[config.mk]
export PLATFORM = sky130hd
export DESIGN_NAME = acl_action_decoder
export DESIGN_NICKNAME = d
export VERILOG_FILES = /design/src/hw/acl_action_pkg.sv /design/src/hw/sip_table_mem.sv /design/src/hw/dmac_partial_merge.sv /design/src/hw/acl_action_decoder.sv
export SDC_FILE = /design/constraint.sdc
export NUM_CORES = 2
export LEC_CHECK = 0
export BUFFER_PORTS_ARGS = -buffer_cell sky130_fd_sc_hd__buf_4
export CAP_MARGIN = 40
export CELL_PAD_IN_SITES_DETAIL_PLACEMENT = 1
export CELL_PAD_IN_SITES_GLOBAL_PLACEMENT = 1
export CORE_ASPECT_RATIO = 2
export CORE_MARGIN = 2
export CORE_UTILIZATION = 38
export DETAILED_ROUTE_END_ITERATION = 6
export GPL_TIMING_DRIVEN = 0
export PLACE_DENSITY_LB_ADDON = 0.12
export RECOVER_POWER = 25
export SLEW_MARGIN = 20
export SYNTH_ARGS = -nofsm -noshare
export SYNTH_HDL_FRONTEND = slang
export SYNTH_SLANG_ARGS = --single-unit
export TNS_END_PERCENT = 30
[constraint.sdc]
create_clock -name clk_i -period 2.94 [get_ports clk_i]
set_clock_uncertainty 0.15 [all_clocks]
set_input_delay 0.147 -clock clk_i [delete_from_list [all_inputs] [get_ports clk_i]]
set_output_delay 0.147 -clock clk_i [all_outputs]
set_load 0.05 [all_outputs]
[src/hw/acl_action_pkg.sv]
// Purpose: Shared types and constants for the action decoder.
// Assumes: IPv4 addresses for source/destination IP rewrites.
// Notes: Register offsets are byte addresses on a 32-bit Wishbone bus.
package acl_action_pkg;

  // ***********************************
  // Register map
  // ***********************************
  localparam logic [7:0] OFS_SWAP_IP_CONTROL = 8'h00;
  localparam logic [7:0] OFS_EGR_DELAY = 8'h04;
  localparam logic [7:0] OFS_IGR_DELAY_A = 8'h08;
  localparam logic [7:0] OFS_IGR_DELAY_B = 8'h0C;
  localparam logic [7:0] OFS_PORT_SMAC_LO = 8'h10;
  localparam logic [7:0] OFS_PORT_SMAC_HI = 8'h14;
  localparam logic [7:0] OFS_TDOM_BASE = 8'h18;
  localparam logic [7:0] OFS_HIT_COUNT = 8'h28;
  localparam logic [7:0] OFS_LAST_TAG = 8'h2C;
  localparam logic [7:0] OFS_SIP_BASE = 8'h80;
  localparam int TTL_LSB = 0;
  localparam int TTL_W = 8;
  localparam int DCNT_LSB = 8;
  localparam int DCNT_W = 6;
  localparam int DELAY_W = 16;
  localparam int TDOM_W = 16;
  localparam int TDOM_N = 4;
  localparam int SIP_N = 32;
  localparam int SIP_AW = 5;
  localparam int MAC_W = 48;
  localparam int IP_W = 32;
  localparam logic [31:0] REG_RESET = 32'h0000_0000;

  // ***********************************
  // Field positions
  // ***********************************
  localparam int MAC_MC_BIT = 40;
  localparam logic [3:0] IP4_MC_NIBBLE = 4'hE;
  localparam logic [3:0] MODE_DMAC_PARTIAL = 4'h8;
  localparam int LOG_OFFSET = 8;

  typedef enum logic [1:0] {
    TTL_KEEP = 2'b00, TTL_DEC = 2'b01, TTL_PRESET = 2'b10
  } ttl_op_t;

  typedef struct packed {
    logic valid;
    logic lookup;
    logic [7:0] rewrite_command;
    logic ttl_decrement_enable;
    logic service_activation_only;
    logic l4_port_rewrite_enable;
    logic [15:0] entry_logical_tag;
    logic [15:0] entry_tag_mask;
    logic [11:0] counter_index;
    logic mac_exchange_enable;
    logic [2:0] log_interval_code;
    logic [3:0] route_swap_mode;
    logic [MAC_W-1:0] replacement_mac;
    logic [1:0] timing_domain_select;
    logic policer_enable;
    logic [4:0] policer_index;
    logic cpu_copy_enable;
    logic service_activation_sequence;
    logic delay_resp_frame;
    logic [MAC_W-1:0] frame_smac;
    logic [MAC_W-1:0] frame_dmac;
    logic [IP_W-1:0] frame_sip;
    logic [IP_W-1:0] frame_dip;
  } action_in_t;

  typedef struct packed {
    logic valid;
    logic [7:0] rewrite_command;
    logic [1:0] ptp_op;
    logic [DELAY_W-1:0] delay_add;
    logic seq_insert;
    logic dresp_enable;
    logic dresp_receipt_update;
    logic [TDOM_W-1:0] timing_domain_cfg;
    ttl_op_t ttl_op;
    logic [TTL_W-1:0] ttl_value;
    logic l4_rewrite;
    logic [15:0] l4_dport;
    logic [15:0] l4_sport;
    logic cpu_copy;
    logic [15:0] header_class_result;
    logic cnt_update;
    logic cnt_lookup;
    logic [11:0] counter_index;
    logic [MAC_W-1:0] new_dmac;
    logic [MAC_W-1:0] new_smac;
    logic [IP_W-1:0] new_sip;
    logic [IP_W-1:0] new_dip;
    logic log_valid;
    logic [3:0] log_interval;
    logic uc_route_en;
    logic mc_route_en;
    logic passthru_override;
    logic [5:0] passthru_index;
    logic dlb_enable;
    logic [9:0] dlb_index;
    logic police;
    logic [4:0] policer_index;
  } action_out_t;

endpackage : acl_action_pkg

[src/hw/sip_table_mem.sv]
// Purpose: Source IP replacement table with registered read data.
// Assumes: Write port from the register bus, read port from the pipeline.
// Notes: Read data appear one clock after the address.
`timescale 1ns/1ps
`default_nettype none
module sip_table_mem
  import acl_action_pkg::*;
(
  input wire logic clk_i,
  input wire logic we_i,
  input wire logic [SIP_AW-1:0] waddr_i,
  input wire logic [IP_W-1:0] wdata_i,
  input wire logic [SIP_AW-1:0] raddr_i,
  output logic [IP_W-1:0] rdata_o
);

  logic [IP_W-1:0] mem_reg [SIP_N];

  always_ff @(posedge clk_i) begin
    if (we_i) begin
      mem_reg[waddr_i] <= wdata_i;
    end
    rdata_o <= mem_reg[raddr_i];
  end

endmodule : sip_table_mem
`default_nettype wire

[src/hw/dmac_partial_merge.sv]
// Purpose: Replaces the top bits of a MAC with those of another MAC.
// Assumes: A count of zero keeps the frame address whole.
// Notes: Purely combinational.
`timescale 1ns/1ps
`default_nettype none
module dmac_partial_merge
  import acl_action_pkg::*;
(
  input wire logic [MAC_W-1:0] frame_mac_i,
  input wire logic [MAC_W-1:0] repl_mac_i,
  input wire logic [DCNT_W-1:0] count_i,
  output logic [MAC_W-1:0] merged_o
);

  // Bit b is taken from the replacement when it lies within the MSB count
  genvar b;
  generate
    for (b = 0; b < MAC_W; b++) begin : g_bit
      localparam logic [DCNT_W:0] FROM_TOP = (DCNT_W+1)'(MAC_W - b);
      wire logic take = {1'b0, count_i} >= FROM_TOP;
      assign merged_o[b] = take ? repl_mac_i[b] : frame_mac_i[b];
    end
  endgenerate

endmodule : dmac_partial_merge
`default_nettype wire

[src/hw/acl_action_decoder.sv]
// Purpose: Decodes later action fields of a rule hit into frame commands.
// Assumes: One hit per valid cycle; Wishbone classic register slave.
// Notes: Two-cycle latency from act_i.valid to cmd_o.valid.
//
// Function
// Rewrite command bits 1:0 pick PTP none, one-step, two-step, time-of-day.
// Bits 3:2 add no, egress, ingress A or ingress B delay.
// Bits 5:4 pick sequence insert or Delay_Resp with/without receipt update.
// If bit 5 set, bits 5:4 are cleared toward the rewriter.
// Bit 6 sets destination MAC to the incoming source MAC.
// Bit 7 sets source MAC to the egress port configured value.
// TTL decrement enable lowers IPv4 TTL or IPv6 hop limit by one.
// Swap modes 4 to 7 make TTL enable preset TTL from swap control.
// Service-activation-only limits route swap mode to such frames.
// Mode 0x8 with that bit replaces a count of top DMAC bits.
// L4 rewrite sets destination port to tag, source port to mask.
// Logical tag goes to the header class result on CPU copy.
// Counter index picks one of 4K counters per lookup on a hit.
// MAC exchange swaps MACs unless bit 5 set, then encodes interval.
// New interval is the code, or the code minus 8 when exchange set.
// Routing mode: bit0 unicast, bit1 multicast, bit2 MAC overloading.
// Swap sub-modes 0 to 3 replace or swap MACs as defined.
// Sub-modes 4,5 add IP swap; 6 swaps IPs; 7 replaces SMAC, swaps IPs.
// Replaced MAC from replacement MAC; replaced SIP from table by index.
// With policing off, the policer index selects the SIP entry.
// Routing overload: passthru override, index, and DLB policer index.
// Timing domain select indexes the timing domain table.
// Decoded fields of one hit travel together with its frame.
`timescale 1ns/1ps
`default_nettype none
module acl_action_decoder
  import acl_action_pkg::*;
(
  input wire logic clk_i,
  input wire logic rst_i,
  input wire logic wb_cyc_i,
  input wire logic wb_stb_i,
  input wire logic wb_we_i,
  input wire logic [7:0] wb_adr_i,
  input wire logic [3:0] wb_sel_i,
  input wire logic [31:0] wb_dat_i,
  output logic [31:0] wb_dat_o,
  output logic wb_ack_o,
  input wire action_in_t act_i,
  output action_out_t cmd_o
);

  // ***********************************
  // Register bus
  // ***********************************
  logic [31:0] swap_ip_control_reg;
  logic [31:0] egress_delay_setting_reg;
  logic [31:0] ingress_delay_set_a_reg;
  logic [31:0] ingress_delay_set_b_reg;
  logic [31:0] port_smac_lo_reg;
  logic [31:0] port_smac_hi_reg;
  logic [31:0] tdom_reg [TDOM_N];
  logic [31:0] hit_count_reg;
  logic [31:0] last_tag_reg;

  wire logic bus_req = wb_cyc_i & wb_stb_i & ~wb_ack_o;
  wire logic bus_wr = wb_cyc_i & wb_stb_i & wb_we_i & wb_ack_o;
  wire logic [31:0] bmask = {{8{wb_sel_i[3]}}, {8{wb_sel_i[2]}},
                             {8{wb_sel_i[1]}}, {8{wb_sel_i[0]}}};
  wire logic sel_swap = wb_adr_i == OFS_SWAP_IP_CONTROL;
  wire logic sel_edly = wb_adr_i == OFS_EGR_DELAY;
  wire logic sel_idla = wb_adr_i == OFS_IGR_DELAY_A;
  wire logic sel_idlb = wb_adr_i == OFS_IGR_DELAY_B;
  wire logic sel_smlo = wb_adr_i == OFS_PORT_SMAC_LO;
  wire logic sel_smhi = wb_adr_i == OFS_PORT_SMAC_HI;
  wire logic sel_hits = wb_adr_i == OFS_HIT_COUNT;
  wire logic sel_ltag = wb_adr_i == OFS_LAST_TAG;
  wire logic sel_sip = wb_adr_i >= OFS_SIP_BASE;
  wire logic [SIP_AW-1:0] sip_waddr = wb_adr_i[SIP_AW+1:2];
  wire logic [1:0] tdom_widx = 2'(wb_adr_i[7:2] - OFS_TDOM_BASE[7:2]);
  wire logic sel_tdom = (wb_adr_i >= OFS_TDOM_BASE)
                        & (wb_adr_i < OFS_HIT_COUNT);

  function automatic logic [31:0] merge(input logic [31:0] old_v,
                                        input logic [31:0] new_v,
                                        input logic [31:0] m);
    merge = (old_v & ~m) | (new_v & m);
  endfunction : merge

  logic [31:0] rd_mux;
  always_comb begin
    rd_mux = REG_RESET;
    if (sel_swap) rd_mux = swap_ip_control_reg;
    if (sel_edly) rd_mux = egress_delay_setting_reg;
    if (sel_idla) rd_mux = ingress_delay_set_a_reg;
    if (sel_idlb) rd_mux = ingress_delay_set_b_reg;
    if (sel_smlo) rd_mux = port_smac_lo_reg;
    if (sel_smhi) rd_mux = port_smac_hi_reg;
    if (sel_tdom) rd_mux = tdom_reg[tdom_widx];
    if (sel_hits) rd_mux = hit_count_reg;
    if (sel_ltag) rd_mux = last_tag_reg;
  end

  always_ff @(posedge clk_i) begin
    if (rst_i) begin
      wb_ack_o <= 1'b0;
      wb_dat_o <= REG_RESET;
    end else begin
      wb_ack_o <= bus_req;
      wb_dat_o <= bus_req ? rd_mux : REG_RESET;
    end
  end

  always_ff @(posedge clk_i) begin
    if (rst_i) begin
      swap_ip_control_reg <= REG_RESET;
      egress_delay_setting_reg <= REG_RESET;
      ingress_delay_set_a_reg <= REG_RESET;
      ingress_delay_set_b_reg <= REG_RESET;
      port_smac_lo_reg <= REG_RESET;
      port_smac_hi_reg <= REG_RESET;
    end else if (bus_wr) begin
      if (sel_swap) swap_ip_control_reg <=
          merge(swap_ip_control_reg, wb_dat_i,
                bmask & 32'(2**(DCNT_LSB+DCNT_W) - 1));
      if (sel_edly) egress_delay_setting_reg <=
          merge(egress_delay_setting_reg, wb_dat_i, bmask & 32'h0000_FFFF);
      if (sel_idla) ingress_delay_set_a_reg <=
          merge(ingress_delay_set_a_reg, wb_dat_i, bmask & 32'h0000_FFFF);
      if (sel_idlb) ingress_delay_set_b_reg <=
          merge(ingress_delay_set_b_reg, wb_dat_i, bmask & 32'h0000_FFFF);
      if (sel_smlo) port_smac_lo_reg <=
          merge(port_smac_lo_reg, wb_dat_i, bmask);
      if (sel_smhi) port_smac_hi_reg <=
          merge(port_smac_hi_reg, wb_dat_i, bmask & 32'h0000_FFFF);
    end
  end

  genvar t;
  generate
    for (t = 0; t < TDOM_N; t++) begin : g_tdom
      always_ff @(posedge clk_i) begin
        if (rst_i) begin
          tdom_reg[t] <= REG_RESET;
        end else if (bus_wr && sel_tdom && tdom_widx == 2'(t)) begin
          tdom_reg[t] <= merge(tdom_reg[t], wb_dat_i,
                               bmask & 32'h0000_FFFF);
        end
      end
    end
  endgenerate

  // ***********************************
  // Stage 1: capture hit, read SIP table
  // ***********************************
  action_in_t s1_reg;
  logic [IP_W-1:0] sip_entry;

  always_ff @(posedge clk_i) begin
    if (rst_i) begin
      s1_reg <= '0;
    end else begin
      s1_reg <= act_i;
    end
  end

  sip_table_mem u_sip (
    .clk_i(clk_i),
    .we_i(bus_wr & sel_sip),
    .waddr_i(sip_waddr),
    .wdata_i(wb_dat_i),
    .raddr_i(act_i.policer_index),
    .rdata_o(sip_entry)
  );

  // ***********************************
  // Decode of the captured hit
  // ***********************************
  wire logic [7:0] rc = s1_reg.rewrite_command;
  wire logic [3:0] mode = s1_reg.route_swap_mode;
  wire logic [MAC_W-1:0] repl = s1_reg.replacement_mac;
  wire logic [MAC_W-1:0] in_smac = s1_reg.frame_smac;
  wire logic [MAC_W-1:0] in_dmac = s1_reg.frame_dmac;
  wire logic [IP_W-1:0] in_sip = s1_reg.frame_sip;
  wire logic [IP_W-1:0] in_dip = s1_reg.frame_dip;
  wire logic [MAC_W-1:0] port_smac = {port_smac_hi_reg[15:0],
                                      port_smac_lo_reg};
  wire logic [DCNT_W-1:0] dcnt =
    swap_ip_control_reg[DCNT_LSB +: DCNT_W];
  wire logic [TTL_W-1:0] ttl_preset =
    swap_ip_control_reg[TTL_LSB +: TTL_W];
  wire logic partial_dmac = (mode == MODE_DMAC_PARTIAL)
                            & s1_reg.service_activation_only;
  wire logic mode_applies = partial_dmac
                            | ~s1_reg.service_activation_only
                            | s1_reg.service_activation_sequence;
  wire logic swap_mode = mode[3] & mode_applies;
  wire logic route_mode = ~mode[3] & mode_applies;
  wire logic [2:0] sub = mode[2:0];
  wire logic dmac_mc = in_dmac[MAC_MC_BIT];
  wire logic dip_mc = in_dip[IP_W-1 -: 4] == IP4_MC_NIBBLE;
  wire logic ip_sub = sub[2];
  wire logic [MAC_W-1:0] merged_dmac;

  dmac_partial_merge u_merge (
    .frame_mac_i(in_dmac),
    .repl_mac_i(repl),
    .count_i(dcnt),
    .merged_o(merged_dmac)
  );

  // MAC and IP selection for swapping mode and the plain exchange
  logic [MAC_W-1:0] dmac_n;
  logic [MAC_W-1:0] smac_n;
  logic [IP_W-1:0] sip_n;
  logic [IP_W-1:0] dip_n;
  always_comb begin
    dmac_n = in_dmac;
    smac_n = in_smac;
    sip_n = in_sip;
    dip_n = in_dip;
    if (swap_mode) begin
      unique case (sub)
        3'h0: dmac_n = partial_dmac ? merged_dmac : repl;
        3'h1: smac_n = repl;
        3'h2, 3'h4: begin
          dmac_n = in_smac;
          smac_n = dmac_mc ? repl : in_dmac;
        end
        3'h3, 3'h5: begin
          dmac_n = dmac_mc ? in_dmac : in_smac;
          smac_n = dmac_mc ? repl : in_dmac;
        end
        3'h6: ;
        3'h7: smac_n = repl;
      endcase
      if (ip_sub) begin
        if (sub == 3'h5) begin
          dip_n = dip_mc ? in_dip : in_sip;
          sip_n = dip_mc ? sip_entry : in_dip;
        end else begin
          dip_n = in_sip;
          sip_n = dip_mc ? sip_entry : in_dip;
        end
      end
    end else if (s1_reg.mac_exchange_enable && !rc[5]) begin
      dmac_n = in_smac;
      smac_n = in_dmac;
    end
    if (rc[6]) dmac_n = in_smac;
    if (rc[7]) smac_n = port_smac;
  end

  logic [DELAY_W-1:0] delay_n;
  always_comb begin
    unique case (rc[3:2])
      2'h0: delay_n = '0;
      2'h1: delay_n = egress_delay_setting_reg[DELAY_W-1:0];
      2'h2: delay_n = ingress_delay_set_a_reg[DELAY_W-1:0];
      2'h3: delay_n = ingress_delay_set_b_reg[DELAY_W-1:0];
    endcase
  end

  ttl_op_t ttl_n;
  wire logic ttl_preset_mode = swap_mode & ip_sub;
  always_comb begin
    ttl_n = TTL_KEEP;
    if (s1_reg.ttl_decrement_enable) begin
      ttl_n = ttl_preset_mode ? TTL_PRESET : TTL_DEC;
    end
  end

  wire logic [3:0] log_n = s1_reg.mac_exchange_enable
    ? 4'({1'b0, s1_reg.log_interval_code} - 4'(LOG_OFFSET))
    : {1'b0, s1_reg.log_interval_code};
  wire logic overload = route_mode & mode[2];

  // ***********************************
  // Stage 2: command out
  // ***********************************
  action_out_t out_n;
  always_comb begin
    out_n = '0;
    out_n.valid = s1_reg.valid;
    out_n.rewrite_command = rc[5] ? {rc[7:6], 2'b00, rc[3:0]} : rc;
    out_n.ptp_op = rc[1:0];
    out_n.delay_add = delay_n;
    out_n.seq_insert = rc[5:4] == 2'h1;
    out_n.dresp_enable = rc[5];
    out_n.dresp_receipt_update = rc[5:4] == 2'h2;
    out_n.timing_domain_cfg =
      tdom_reg[s1_reg.timing_domain_select][TDOM_W-1:0];
    out_n.ttl_op = ttl_n;
    out_n.ttl_value = ttl_preset;
    out_n.l4_rewrite = s1_reg.l4_port_rewrite_enable;
    out_n.l4_dport = s1_reg.entry_logical_tag;
    out_n.l4_sport = s1_reg.entry_tag_mask;
    out_n.cpu_copy = s1_reg.cpu_copy_enable;
    out_n.header_class_result = s1_reg.entry_logical_tag;
    out_n.cnt_update = s1_reg.valid;
    out_n.cnt_lookup = s1_reg.lookup;
    out_n.counter_index = s1_reg.counter_index;
    out_n.new_dmac = dmac_n;
    out_n.new_smac = smac_n;
    out_n.new_sip = sip_n;
    out_n.new_dip = dip_n;
    out_n.log_valid = rc[5] & s1_reg.delay_resp_frame
                      & in_dmac[MAC_MC_BIT];
    out_n.log_interval = log_n;
    out_n.uc_route_en = route_mode & mode[0];
    out_n.mc_route_en = route_mode & mode[1];
    out_n.passthru_override = overload & repl[0];
    out_n.passthru_index = overload ? repl[6:1] : '0;
    out_n.dlb_enable = overload & repl[16];
    out_n.dlb_index = overload ? repl[26:17] : '0;
    out_n.police = s1_reg.policer_enable;
    out_n.policer_index = s1_reg.policer_index;
    if (!s1_reg.valid) out_n = '0;
  end

  always_ff @(posedge clk_i) begin
    if (rst_i) begin
      cmd_o <= '0;
    end else begin
      cmd_o <= out_n;
    end
  end

  // Status: hit count and tag of the latest hit
  always_ff @(posedge clk_i) begin
    if (rst_i) begin
      hit_count_reg <= REG_RESET;
      last_tag_reg <= REG_RESET;
    end else if (s1_reg.valid) begin
      hit_count_reg <= hit_count_reg + 32'h0000_0001;
      last_tag_reg <= {16'h0000, s1_reg.entry_logical_tag};
    end
  end

endmodule : acl_action_decoder
`default_nettype wire

==> results.yml <==
sta:
  finalCriticalPeriod_ps: 3020
  rsz0062_at_grt: "true"
  slew_viol_final: 926
  setup_violations: 11
  slew_headroom_pct: -66.4
  fmax_ghz: 0.331
  hold_viol: 0
  setup_ws_ps: -84.2
  tns_ps: -369
  worstMarginPinSlew_ps: 2500
  period_share_pct: 103
floorplanning:
  dieArea_sq_um: 194000
  core_area_sq_um: 189000
  initial_utilization_pct: 38.3
  dieWidth_um: 313
  ioPinCount: 677
  die_height_um: 622
  placementRows: 226
clock_network:
  numCtsBuffers: 176
  cts_max_path_buffers: 4
  clkSinkCount: 1886
  cts.reportedPaths.clkPinSlew_ps: 60
  clock_latency_ps: 840
  cts_max_level: 4
  cts_root_buffer: "clkbuf_16"
  cts_tree: "built"
logic_synthesis:
  syn_nets: 5362
  async_reset_ff_share_pct: 0
  yosys-top-cells-count: "1088 x edfxtp_1, 798 x dfxtp_1, 386 x nand2_1"
  syn_avg_cell_area_sq_um: 14.4
  synthFlopType: "edfxtp_1"
  synth_area_sq_um: 72500
  yosysSeqAreaShare_pct: 67.1
  syn_inst: 5028
  synth.top_cell.area_share_pct: 45.1
  synth.area.top_cells: "edfxtp_1 45%, dfxtp_1 22%, mux4_2 8.9%"
  synth-edff-count: 1088
  post-synth-top-count-cell: "edfxtp_1"
  synth-seq-cells: 1886
  ys_warn_count: 0
  synth_cell_type_count: 95
  synth_top_area_cell: "edfxtp_1"
worst_setup_path:
  critPathRequiredTime_ps: 3480
  r2r_start: "s1_reg[226]$_SDFF_PP0_"
  worstPathArrival_ps: 3560
  cp_top_family: "buffers and inverters"
  crit_path_start_kind: "flop"
  cpPeakStageDelay_ps: 630
  rrSetupSlack_ps: -80
  cp.buffers_inverters: 3
  path_max_fanout: 17
  reg2reg_to: "cmd_o[104]$_SDFF_PP0_"
  crit_start: "s1_reg[226]$_SDFF_PP0_"
  slowest_stage: "clkbuf_1"
  crit_top_cell: "clkbuf_1"
  worstPathCellList: "nor2b_1, clkbuf_1, buf_6, clkbuf_1, nand2_1, a31oi_1, a32o_1"
  endpoint_kind: "flop"
  r2r_cells: 7
  path_class: "reg -> reg"
placement:
  portBuffers: 668
  place_ws_ps: -1000
  place_hpwl_um: 233000
  post_dp_cell_area_sq_um: 82600
  gp_congestion: 1.06
outcome:
  status: "finished with violations"
  violations: "max-capacitance violations, max-slew violations, negative setup slack"
global_route:
  grt_pass1_vias: 55323
  antenna_found_initial: 27
  grt_remaining_overflow: 0
  grt_start_max_net_pins: 40
  grt_util_all_layers_pct: 32.3
  grt_pass1_wl_um: 440000
drt:
  drcViolationCount: 0
  vias: 52165
  finalWirelength_um: 319000
  dr.pass1.iters: 5
  avgRoutedWirePerCell_um: 34.4
  ant_nets: 0
  via_per_inst: 5.62
  first_iter_violations: 4510
power_and_ir_drop:
  ir_drop_mv: 0.486
  power_density_nw_per_um2: 597
  p_leak_uw: 0.0346
min_path:
  hold_class: "in -> reg"
  hold_path_depth: 5
  hp-start: "wb_we_i"
final_layout:
  final_cell_area_sq_um: 94700
  largest_register_ffs: 1024
  syn_to_final_growth_pct: 30.6
  drive_gt1_share_pct: 24.9
  final_nets: 6966
job:
  cap_violations: 25
-- worst reg2reg max path: stages, from the launching register on --
cell and delay (ps):
dfxtp_1 370, nor2b_1 400, clkbuf_1 270, buf_6 280, clkbuf_1 660, nand2_1 120
a31oi_1 190, a32o_1 430
-- cell families (layout without fill, tap and decap cells) --
kind of cell,after synthesis,after routing,synth area share (%)
flops,1886,1886,67.1
simple gates,1370,1370,9.62
compound gates,753,753,7.26
mux,587,587,13.1
buf+inv,398,2137,2.47
xor+xnor,32,32,0.387
fa+ha+maj,1,1,0.0173
other cells,1,11,0.00517
-- per-stage QoR --
stage          hold WS [ps]  total power [uW]  std cells  utilization [%]
2_1_floorplan          95.9             31000       5028                -
3_3_place_gp            208             33200       8204             42.6
3_5_place_dp            214             33400       8316             43.6
4_1_cts                4.26             56700       9262             49.9
5_1_grt                33.2             57900       9282             50.0
6_report               42.2             56500       9285             50.0
-- how the worst max path moves through the flow --
stage | end | slack [ps] | depth (start not counted)
after floorplan | u_sip.mem_reg[24][0]$_DFFE_PP_ | -510 | 6
after global placement | u_sip.mem_reg[1][27]$_DFFE_PP_ | -2830 | 6
after global routing | cmd_o[51]$_SDFF_PP0_ | -30 | 8
after CTS | cmd_o[158]$_SDFF_PP0_ | -110 | 7
after detailed placement | cmd_o[147]$_SDFF_PP0_ | -1000 | 8
final | cmd_o[104]$_SDFF_PP0_ | -80 | 7
-- layout make-up --
cell class | count | area [sq um]
clock buffers | 240 | 4910
plain buffers | 381 | 1820
repair buffers | 1430 | 13000
flip-flops and latches | 1886 | 48600
multi-input cells | 2744 | 22400
fillers | 18804 | 94800
inverters | 13 | 52.6
diodes | 10 | 25.0
well taps | 2508 | 3140
clock inverters | 73 | 656
-- cells in the final DEF (no fill, tap or decap), drive strengths merged, types with 29 or more instances in the layout --
cell type,Yosys,final
a22o,40,40
and2,96,96
edfxtp,1088,1088
o21ai,93,93
buf,142,967
nand2,386,386
nand2b,72,72
clkbuf,242,507
a221oi,55,55
nor2,256,256
mux2i,270,270
dlygate4sd3,1,576
a21oi,198,198
a31oi,43,43
a211oi,41,41
o22ai,31,31
nand3,150,150
a22oi,72,72
clkinv,1,51
a32o,52,52
nor2b,296,296
dfxtp,798,798
mux2,29,29
mux4,288,288
-- repair_timing --
item / CTS / global route
hold buffers: 576 / 0
endpoints found under the hold margin: 1515 / 0
gates resized for setup: 57 / 20
setup endpoints to repair: 1037 / 79
setup buffers: 61 / 8
pin swaps: 17 / 3
-- layer usage --
| metal | vias to the layer above | wire length [um] | share of wire [%] | track usage (%) |
|---|---|---|---|---|
| li1 | 22140 | - | - | - |
| met1 | 26875 | 110000 | 34 | 34.5 |
| met2 | 2343 | 166000 | 52 | 58.7 |
| met3 | 797 | 17700 | 5.5 | 4.75 |
| met4 | 10 | 25900 | 8.1 | 21.1 |
| met5 | - | 60 | 0.019 | 0 |
-- power by group --
group | switching [uW] | internal [uW] | total (uW) | leakage [uW]
Clock | 10400 | 12500 | 22900 | 0.00275
Combinational | 3000 | 1960 | 4960 | 0.0155
Sequential | 397 | 28300 | 28700 | 0.0164
Total | 13800 | 42800 | 56500 | 0.0346
(Power assumes the default switching activity.)
